### config.mk
export PLATFORM = sky130hd
export DESIGN_NAME = pdw_sequencer
export DESIGN_NICKNAME = d
export VERILOG_FILES = /design/src/verilog/pdw_usb_suspend.v /design/src/verilog/pdw_sequencer.v
export VERILOG_INCLUDE_DIRS = /design/src /design/src/verilog
export SDC_FILE = /design/constraint.sdc
export NUM_CORES = 1
export LEC_CHECK = 0
export BUFFER_PORTS_ARGS = -buffer_cell sky130_fd_sc_hd__buf_2
export CORE_MARGIN = 1.5
export CORE_UTILIZATION = 60
export CTS_BUF_LIST = sky130_fd_sc_hd__clkbuf_4
export DETAILED_ROUTE_END_ITERATION = 10
export PLACE_DENSITY = 0.81
export SLEW_MARGIN = 10
export SYNTH_ARGS = -nofsm -noshare
export SYNTH_HDL_FRONTEND = slang
export SYNTH_HIERARCHICAL = 1
export SYNTH_SLANG_ARGS = --single-unit
export TNS_END_PERCENT = 10
### constraint.sdc
create_clock -name clk -period 2.68 [get_ports clk]
set_input_delay 0.268 -clock clk [delete_from_list [all_inputs] [get_ports clk]]
set_output_delay 0.268 -clock clk [all_outputs]
set_load 0.1 [all_outputs]
### src/verilog/pdw_defines.vh
// Constants for the power-down wake-up sequencer.
`ifndef PDW_DEFINES_VH
`define PDW_DEFINES_VH
`define PDW_CLK_MHZ        50
`define PDW_LATCH_US       10
`define PDW_LATCH_CYC      (`PDW_LATCH_US * `PDW_CLK_MHZ)
`define PDW_STARTUP_MS     5
`define PDW_STARTUP_CYC    (`PDW_STARTUP_MS * 1000 * `PDW_CLK_MHZ)
`define PDW_SUSPEND_MS     6
`define PDW_SUSPEND_CYC    (`PDW_SUSPEND_MS * 1000 * `PDW_CLK_MHZ)
`define PDW_CNT_W          24
`define PDW_WAKE_VECTOR    16'h007b
`define PDW_CFG_PIN        8'h80
`define PDW_CFG_USB        8'h90
`define PDW_CFG_EN_BIT     7
`define PDW_CFG_SRC_BIT    4
`endif

### src/verilog/pdw_usb_suspend.v
// USB suspend detector that raises a wake trigger on resumed bus activity.
`timescale 1ns/1ns
`default_nettype none
`include "pdw_defines.vh"
module pdw_usb_suspend #(
  parameter SUSPEND_CYC = `PDW_SUSPEND_CYC
) (
  input  wire clk,
  input  wire rst_b,
  input  wire usb_activity,
  input  wire usb_rx_enable,
  output reg  usb_suspended,
  output reg  usb_wake_trig
);
  reg [`PDW_CNT_W-1:0] idle_cnt_reg;

  // Idle time is counted while the bus is quiet or the receiver is off; suspend follows after the limit.
  always @(posedge clk) begin
    if (!rst_b) begin
      idle_cnt_reg  <= {`PDW_CNT_W{1'b0}};
      usb_suspended <= 1'b0;
      usb_wake_trig <= 1'b0;
    end else begin
      usb_wake_trig <= 1'b0;
      if (usb_activity && usb_rx_enable) begin
        idle_cnt_reg <= {`PDW_CNT_W{1'b0}};
        if (usb_suspended) begin
          usb_suspended <= 1'b0;
          usb_wake_trig <= 1'b1;
        end
      end else if (!usb_suspended) begin
        if (idle_cnt_reg >= SUSPEND_CYC[`PDW_CNT_W-1:0]) begin
          usb_suspended <= 1'b1;
        end else begin
          idle_cnt_reg <= idle_cnt_reg + 1'b1;
        end
      end
    end
  end
endmodule
`default_nettype wire

### src/verilog/pdw_sequencer.v
// Power-down wake-up sequencer: wake source selection, start-up delay and resume control.
`timescale 1ns/1ns
`default_nettype none
`include "pdw_defines.vh"
module pdw_sequencer #(
  parameter LATCH_CYC   = `PDW_LATCH_CYC,
  parameter STARTUP_CYC = `PDW_STARTUP_CYC,
  parameter SUSPEND_CYC = `PDW_SUSPEND_CYC
) (
  input  wire        clk,
  input  wire        rst_b,
  input  wire        pd_enter,
  input  wire [7:0]  power_control_ext_reg,
  input  wire        wake_pin,
  input  wire        usb_activity,
  input  wire        usb_rx_enable,
  input  wire        xtal_stable,
  input  wire        wake_int_ack,
  input  wire        return_from_interrupt,
  input  wire        usb_clock_enable_bit,
  output wire        power_down,
  output reg         rc_osc_enable,
  output reg         wdog_start,
  output reg         wake_int_req,
  output reg  [15:0] wake_vector,
  output reg         resume_after_pd,
  output wire        periph_freeze,
  output wire        int_disable,
  output wire        usb_suspended
);
  // Phase codes of the wake-up walk.  RUN is normal execution and also the reset state, so a
  // device that never enables wake simply stays there until the next power-down request.
  // PD is power-down proper: the RC oscillator is off and only the selected wake source is
  // watched.  LATCH is the pin latch phase, STARTUP waits for the crystal and the start-up
  // delay, WAKEINT holds the wake interrupt request until the core takes it, and RESTORE
  // covers the time in which software brings the USB clocks back.  The codes are plain binary
  // because nothing outside this module decodes them.
  localparam ST_RUN     = 3'd0;
  localparam ST_PD      = 3'd1;
  localparam ST_LATCH   = 3'd2;
  localparam ST_STARTUP = 3'd3;
  localparam ST_WAKEINT = 3'd4;
  localparam ST_RESTORE = 3'd5;

  // The counter is shared by the latch and start-up phases; it is never needed by both at once,
  // and one wide counter costs less than two.  The configuration copy and the two restore flags
  // are the only other state the walk keeps.
  reg [2:0]            state_reg;
  reg [2:0]            state_next;
  reg [`PDW_CNT_W-1:0] cnt_reg;
  reg [7:0]            cfg_reg;
  reg                  isr_done_reg;
  reg                  clk_done_reg;
  wire                 usb_wake_trig;

  // Wake source decode is used in several places, so it lives in one function.  Only the
  // enable bit and the source bit are looked at; the remaining bits of the configuration byte
  // carry no meaning for the wake-up walk and are ignored rather than refused.
  function src_ok;
    input [7:0] cfg;
    input       want_usb;
    begin
      src_ok = cfg[`PDW_CFG_EN_BIT] && (cfg[`PDW_CFG_SRC_BIT] == want_usb);
    end
  endfunction

  // The suspend detector runs in every state, also outside power-down, so that a bus that went
  // quiet before power-down was requested is already suspended when the wake source is armed.
  // Its trigger is a single-cycle pulse and is only acted on while the walk sits in PD.
  pdw_usb_suspend #(
    .SUSPEND_CYC   (SUSPEND_CYC)
  ) u_susp (
    .clk           (clk),
    .rst_b         (rst_b),
    .usb_activity  (usb_activity),
    .usb_rx_enable (usb_rx_enable),
    .usb_suspended (usb_suspended),
    .usb_wake_trig (usb_wake_trig)
  );

  // Next state; a pin wake that rises before the latch time is dropped back to power-down.
  // The pin is looked at on every latch cycle, not only at its end, so a short glitch on the
  // pin cannot start the oscillator watchdog.  A USB trigger skips the latch phase, because the
  // suspend detector has already qualified the bus activity.  Requests that arrive in a state
  // that does not expect them are ignored rather than stored.
  always @* begin
    state_next = state_reg;
    case (state_reg)
      // Power-down is taken only from normal run; a request in any other state is dropped.
      ST_RUN: begin
        if (pd_enter) begin
          state_next = ST_PD;
        end
      end
      ST_PD: begin
        if (src_ok(cfg_reg, 1'b0) && !wake_pin) begin
          state_next = ST_LATCH;
        end else if (src_ok(cfg_reg, 1'b1) && usb_wake_trig) begin
          state_next = ST_STARTUP;
        end
      end
      ST_LATCH: begin
        if (wake_pin) begin
          state_next = ST_PD;
        end else if (cnt_reg >= LATCH_CYC[`PDW_CNT_W-1:0] - 1'b1) begin
          state_next = ST_STARTUP;
        end
      end
      ST_STARTUP: begin
        if (xtal_stable && cnt_reg >= STARTUP_CYC[`PDW_CNT_W-1:0] - 1'b1) begin
          state_next = ST_WAKEINT;
        end
      end
      // The acknowledge is the core taking the vector; the request drops on the same edge.
      ST_WAKEINT: begin
        if (wake_int_ack) begin
          state_next = ST_RESTORE;
        end
      end
      // Both the return and the clock enable must have been seen before normal run resumes.
      ST_RESTORE: begin
        if (isr_done_reg && clk_done_reg) begin
          state_next = ST_RUN;
        end
      end
      default: begin
        state_next = ST_RUN;
      end
    endcase
  end

  // State, counter and handshake bookkeeping.  The counter restarts on every state change.
  // In start-up the counter also restarts whenever the crystal flag drops, so the delay is
  // always measured from the last moment the crystal became stable; a crystal that keeps
  // dropping out holds the device in start-up, which is the safe way to fail.  The counter
  // saturates instead of wrapping so that a very long stay in one state cannot fake an expiry.
  always @(posedge clk) begin
    // Reset returns to normal run with the RC oscillator on, as after any hard reset.
    if (!rst_b) begin
      state_reg       <= ST_RUN;
      cnt_reg         <= {`PDW_CNT_W{1'b0}};
      cfg_reg         <= 8'h00;
      isr_done_reg    <= 1'b0;
      clk_done_reg    <= 1'b0;
      rc_osc_enable   <= 1'b1;
      wdog_start      <= 1'b0;
      wake_int_req    <= 1'b0;
      wake_vector     <= 16'h0000;
      resume_after_pd <= 1'b0;
    end else begin
      state_reg       <= state_next;
      wdog_start      <= 1'b0;
      resume_after_pd <= 1'b0;
      if (state_next != state_reg) begin
        cnt_reg <= {`PDW_CNT_W{1'b0}};
      end else if (state_reg == ST_STARTUP && !xtal_stable) begin
        cnt_reg <= {`PDW_CNT_W{1'b0}};
      end else if (cnt_reg != {`PDW_CNT_W{1'b1}}) begin
        cnt_reg <= cnt_reg + 1'b1;
      end
      // Configuration is captured on entry so a late write cannot change the wake source.
      // Writes while powered down or waking take effect only at the next power-down entry.
      if (state_reg == ST_RUN && pd_enter) begin
        cfg_reg <= power_control_ext_reg;
      end
      // Oscillator stops in power-down and restarts on any wake.
      // It is registered so that the oscillator enable never glitches while the state decodes.
      rc_osc_enable <= (state_next != ST_PD);
      // The watchdog start is a one-cycle pulse on every entry into start-up.
      if (state_reg != ST_STARTUP && state_next == ST_STARTUP) begin
        wdog_start <= 1'b1;
      end
      // The wake request stands until the core acknowledges it; raising it wins over an
      // acknowledge in the same cycle.
      if (state_next == ST_WAKEINT && state_reg != ST_WAKEINT) begin
        wake_int_req <= 1'b1;
        wake_vector  <= `PDW_WAKE_VECTOR;
      end else if (wake_int_ack) begin
        wake_int_req <= 1'b0;
      end
      // Both restore flags are cleared while the wake request waits, so leftovers from an
      // earlier wake cannot end the restore phase early.  Either order of return and clock
      // enable is accepted, since the clock restore may also be done after the return.
      if (state_reg == ST_WAKEINT) begin
        isr_done_reg <= 1'b0;
        clk_done_reg <= 1'b0;
      end else if (state_reg == ST_RESTORE) begin
        if (return_from_interrupt && !isr_done_reg) begin
          isr_done_reg    <= 1'b1;
          resume_after_pd <= 1'b1;
        end
        if (usb_clock_enable_bit) begin
          clk_done_reg <= 1'b1;
        end
      end
    end
  end

  // The status outputs below are decoded straight from the state register, so they change
  // on the same edge as the state and need no extra flops.  The peripheral freeze and the
  // interrupt block differ only in power-down itself, where the core is stopped anyway.
  // Every interrupt stays blocked until the restore phase ends; the wake interrupt itself is
  // raised on its own request line and does not pass through this block.
  assign power_down    = (state_reg == ST_PD);
  // Peripherals stay frozen through restore; the CPU itself runs to do the restore.
  assign periph_freeze = (state_reg != ST_RUN);
  assign int_disable   = (state_reg == ST_LATCH) || (state_reg == ST_STARTUP) ||
                         (state_reg == ST_WAKEINT) || (state_reg == ST_RESTORE);
endmodule
`default_nettype wire

---- Yosys cells after proc, flatten, opt, wreduce, memory -nomap -nowiden ----
Cells that the tools add are included.
W data, S select, Z words.
cells by class
  $add $sub $neg .......................... 2
  $mul .................................... 0
  divide/modulo/power cells ............... 0
  $lt $le $gt $ge ......................... 3
  equal/unequal tests ..................... 12
  shift-type cells ........................ 0
  mux-type cells .......................... 16
  bitwise logic cells ..................... 5
  reduce and logical (&&, ||, !) cells .... 29
operator list
  cell                     number
  $add A24 B1 Y24 const B  2
  $ge A24 B18 Y1 const B   1
  $ge A24 B19 Y1 const B   1
  $ge A24 B9 Y1 const B    1
  $mux W3                  8
  $ne A24 B24 Y1 const B   1
  $pmux W3 S6              1
  $logic_and A1 B1 Y1      12
  $eq A3 B2 Y1 const B     3
  $eq A3 B3 Y1 const B     3
  $reduce_and A2 Y1        4
  $mux W1                  7
  $reduce_or A3 Y1         2
  $not A1 Y1               5
  $reduce_or A2 Y1         2
  $eq A3 B1 Y1 const B     1
  $logic_not A1 Y1         3
  $logic_not A3 Y1         1
  $logic_or A1 B1 Y1       3
  $ne A3 B1 Y1 const B     1
  $ne A3 B2 Y1 const B     1
  $ne A3 B3 Y1             1
  $ne A3 B3 Y1 const B     1
  $reduce_bool A3 Y1       1
  $reduce_bool A2 Y1       1
storage, ports and cells
  flip-flop bits (word level) ............. 68
  latch bits .............................. 0
  RAM bits ................................ 0
  memory bits (read-only) ................. 0
  output and inout bits ................... 24
  word-level logic and storage cells ...... 80
  memories ................................ 0

---- Longest topological paths before layout ----
  word-level depth ........................ 8
  depth in mapped cells ................... 8
  depth with buffers taken out ............ 7

---- Cells and area by module ----
Netlist, hierarchy kept.
by module, submodules not included
  module           instances  cells each  area each (µm²)
  pdw_sequencer    1          234         2045.7
  pdw_usb_suspend  1          134         1156.1

---- Worst setup path after synthesis ----
OpenSTA, ideal clock, no wires.
  kind .................................... reg2reg
  start ................................... register u_susp.usb_suspended
  end ..................................... register u_susp.idle_cnt_reg[11]
  arrival time ............................ 2144 ps
  required time ........................... 2609 ps
  path slack .............................. 466 ps
  cell stages (with the launch flop) ...... 6
  buffers on the path ..................... 0
  clock period less this slack ............ 2214 ps
  cells stage by stage .................... dfxtp_1 > or3b_2 > nor3_2 > o211ai_1 > or3_1 > a21oi_1
on the way
  word-level cells in the longest chain between the ends .. 2
RTL lines
  item                         RTL line              text
  from (decl)                  pdw_usb_suspend.v:12  output reg usb_suspended,
  from (signal assigned)       pdw_usb_suspend.v:21  usb_suspended <= 1'b0;
  from (signal assigned)       pdw_usb_suspend.v:28  usb_suspended <= 1'b0;
  from (signal assigned)       pdw_usb_suspend.v:33  usb_suspended <= 1'b1;
  $not A1 Y1 (no line)         n/a
  $reduce_and A2 Y1 (no line)  n/a
  to (signal assigned)         pdw_usb_suspend.v:20  idle_cnt_reg <= {`PDW_CNT_W{1'b0}};
  to (signal assigned)         pdw_usb_suspend.v:26  idle_cnt_reg <= {`PDW_CNT_W{1'b0}};
  to (signal assigned)         pdw_usb_suspend.v:35  idle_cnt_reg <= idle_cnt_reg + 1'b1;
  to (decl)                    pdw_usb_suspend.v:15  reg [`PDW_CNT_W-1:0] idle_cnt_reg;
No other way between the ends.
A chain may end at the register's enable or synchronous reset.

---- Worst setup path after layout ----
  start ................................... register cnt_reg[0]
  end ..................................... register cnt_reg[7]
on the way
  word-level cells in the longest chain between the ends .. 6
RTL lines
  item                                                    RTL line                                  text
  from (decl)                                             pdw_sequencer.v:50                        reg [`PDW_CNT_W-1:0] cnt_reg;
  from (signal assigned)                                  pdw_sequencer.v:141                       cnt_reg <= {`PDW_CNT_W{1'b0}};
  from (signal assigned)                                  pdw_sequencer.v:155                       cnt_reg <= {`PDW_CNT_W{1'b0}};
  from (signal assigned)                                  pdw_sequencer.v:157                       cnt_reg <= {`PDW_CNT_W{1'b0}};
  $ge A24 B9 Y1 / $ge A24 B18 Y1 (equally long branches)  pdw_sequencer.v:105, pdw_sequencer.v:110
  $mux W3 / $logic_and A1 B1 Y1 (equally long branches)   pdw_sequencer.v:105, pdw_sequencer.v:110
  $mux W3, on equally long branches                       pdw_sequencer.v:103, pdw_sequencer.v:110
  $pmux W3 S6                                             pdw_sequencer.v:88                        case (state_reg)
  $ne A3 B3 Y1                                            pdw_sequencer.v:154                       if (state_next != state_reg) begin
  $reduce_or A3 Y1 (no line)                              n/a
Several ways; a longest one is shown, not always the timed one.

==> impl_metrics.env <==
export IMPL_reg2reg_from="cnt_reg[0]"
export IMPL_min_to="clk_done_reg"
export IMPL_netlist_instances=368
export IMPL_p_per_area_nw_per_um2=484.0
export IMPL_synth_edff_count=0
export IMPL_routabilityCongestion=0.8682
export IMPL_fillers=449
export IMPL_fin_skew_ns=0.01687
export IMPL_crit_chain="ha_1 -> and3_1 -> o41ai_1 -> a311oi_1 -> nor4_4 -> o221ai_4 -> buf_4 -> nor2_2"
export IMPL_fin_nets=411
export IMPL_synthMuxAreaShare_pct=1.250
export IMPL_row_count=26
export IMPL_final_cells=461
export IMPL_fin_crit_sh_pct=88.67
export IMPL_mostFrequentLayoutCells="62 x dfxtp_1, 29 x nor2_1, 25 x buf_2, 20 x nor2_2, 19 x nand2_1"
export IMPL_start_util_pct=62.29
export IMPL_global_route_peak_usage_layer="met2"
export IMPL_cts_max_path_buffers=2
export IMPL_status="finished clean"
export IMPL_htree_levels=3
export IMPL_hold_viol=0
export IMPL_final_common_cell="dfxtp_1"
export IMPL_grt_pass1_vias=2546
export IMPL_hold_path_class="input pin to flip-flop"
export IMPL_grt_overflow=0
export IMPL_start_kind="flip-flop"
export IMPL_reg2reg_to="cnt_reg[7]"
export IMPL_irDropWorstVdd_mv=0.3103
export IMPL_antenna_found_initial=0
export IMPL_post_drt_wl_per_cell_um=13.30
export IMPL_final_layout_size_suffix_gt1_share_pct=19.95
export IMPL_yosys_area_share_simple_pct=31.73
export IMPL_max_clock_freq_mhz=420.8
export IMPL_ys_warn_count=6
export IMPL_viasPerCell=5.855
export IMPL_ant_nets=0
export IMPL_synth_top_flop_cell="dfxtp_1"
export IMPL_worst_skew_pair_late_latency_ns=0.40
export IMPL_drc=0
export IMPL_worstSetupPathType="flip-flop to flip-flop"
export IMPL_port_buffers=25
export IMPL_rr_worst_depth=8
export IMPL_slowest_delay_ns=0.37
export IMPL_use_met3_pct=7.665
export IMPL_synth_seq_cells=62
export IMPL_setup_violations=0
export IMPL_synth_top_family_by_area="simple AND/OR/NAND/NOR gates"
export IMPL_first_pass_iters=4
export IMPL_ios=42
export IMPL_postSynth_asyncResetShare_pct=0
export IMPL_drtIter0Drc=117
export IMPL_synth_xor_area_share_pct=6.292
export IMPL_slew_headroom_pct=56.76
export IMPL_vias=2699
export IMPL_period_needed_ns=2.376
export IMPL_fp_dieW_um=76.05
export IMPL_hold_path_startpoint="usb_clock_enable_bit"
export IMPL_hold_buffers=0
export IMPL_hold_ws_ns=0.1039
export IMPL_worst_path_max_delay_cell="o41ai_1"
export IMPL_path_clk_slew_ns=0.10
export IMPL_root_buffer="clkbuf_4"
export IMPL_grt_util_met2_pct=37.57
export IMPL_synth_compound_area_share_pct=13.33
export IMPL_syn_to_final_growth_pct=5.784
export IMPL_worstPathArrival_ns=2.72
export IMPL_grt_first_pass_wirelength_um=10720
export IMPL_cts_tree="yes"
export IMPL_slew_viol_final=0
export IMPL_cts_made_buffers=9
export IMPL_cts_setup_buffers=0
export IMPL_hpwl_um=4317
export IMPL_cpLargestDelayFamily="compound AO/OA/AOI/OAI gates"
export IMPL_tns_ns=0
export IMPL_die_y_um=76.05
export IMPL_cp_num_buf_inv=1
export IMPL_ctsResizeCount=0
export IMPL_grt_max_degree=19
export IMPL_drv_cap=0
export IMPL_coreArea_um2=5140
export IMPL_grt_use_met1_pct=26.99
export IMPL_grt_setup_unrepaired="no"
export IMPL_crit_required_ns=3.03
export IMPL_netlist_area_um2=3202
export IMPL_routed_wl_um=6132
export IMPL_placed_cells=448
export IMPL_cts_sinks=62
export IMPL_grtUsageTotal_pct=22.70
export IMPL_endpoint_kind="flip-flop"
export IMPL_yosysUniqueCellTypes=58
export IMPL_path_max_fanout=11
export IMPL_ys_seq_area_share_pct=38.77
export IMPL_p_leak_nw=1.242
export IMPL_ff2ff_setup_slack_ns=0.30
export IMPL_synth_adder_area_share_pct=1.563
export IMPL_min_delay_path_depth=3
export IMPL_syn_avg_cell_area_um2=8.701
export IMPL_n_antenna_cell=0
export IMPL_power_w=0.001639
export IMPL_worst_slew_pin_slew_ns=0.6480
export IMPL_die_area_um2=5784
==> cells in the mapped netlist, types with 4 or more instances <==
master    instances  area [um^2]
and3_1           12        75.07
mux2i_1           4        40.04
or3_1            13        81.33
xor2_1           15        131.4
nor2b_1           7        43.79
clkbuf_1          5        18.77
o21a_1            5        37.54
nor2_2           20        125.1
a21oi_1          18        90.09
dfxtp_1          62         1241
nand4_1          15        93.84
nor3_1            9        45.04
nand3_1          17        85.08
nand2_1          19        71.32
nor2_1           29        108.9
o21ai_0          15        75.07
buf_4            17        127.6
inv_1             9        33.78
and4_1            5        43.79
xnor2_1           8        70.07
ha_1              4        50.05
==> kinds of logic (layout without fill, tap and decap cells) <==
family,Yosys count,count (layout)
and+or+nand+nor,175,175
adders and majority gates,4,4
DFF,62,62
muxes,4,4
buffers and inverters,37,51
xor gates and xnor gates,23,23
other,1,10
AOI/OAI and AO/OA,62,62
==> how the worst max path moves through the flow <==
| stage | start | to | cells after the start |
|---|---|---|---|
| floorplan | u_susp/usb_suspended | u_susp/idle_cnt_reg[11] | 5 |
| global placement | cnt_reg[0] | cnt_reg[13] | 8 |
| detailed placement | cnt_reg[0] | cnt_reg[7] | 8 |
| CTS | cnt_reg[1] | cnt_reg[7] | 8 |
| global route | cnt_reg[0] | cnt_reg[5] | 8 |
| finish | cnt_reg[0] | cnt_reg[7] | 8 |
==> cell type report <==
type | instances | area [um^2] | share of cell area, %
Clock buffer | 9 | 67.56 | 1.995
Clock inverter | 4 | 17.52 | 0.5172
Tap cell | 70 | 87.58 | 2.586
Multi-Input combinational cell | 278 | 1772 | 52.31
Sequential cell | 62 | 1241 | 36.65
Inverter | 9 | 33.78 | 0.9974
Timing Repair Buffer | 29 | 167.7 | 4.950
==> worst min-delay path: stages <==
cell and delay [ns]:
buf_2 0.08, a21oi_1 0.05, nor2_1 0.07
==> routing by layer <==
metal,wire length [um],vias up
met5,0,-
met4,49,0
met3,268,6
met2,2954,71
met1,2859,1288
li1,-,1334
==> power breakdown <==
group	leakage, nW	switching (W)	internal (W)
Combinational	0.689	0.000167	0.0000494
Clock	0.0524	0.000311	0.000166
Sequential	0.501	0.0000130	0.000933
Total	1.24	0.000491	0.00115
==> through the flow <==
stage / instance area, um^2 / util (%) / worst slack (ns)
4_1_cts: 3387 / 65.90 / 0.3116
5_1_grt: 3387 / 65.90 / 0.1350
3_3_place_gp: 3302 / 64.24 / 0.3906
6_report: 3387 / 65.90 / 0.3037
3_5_place_dp: 3302 / 64.24 / 0.3171
2_1_floorplan: 3236 / - / 0.4657
Note: power is estimated with default switching activity, not from simulation.
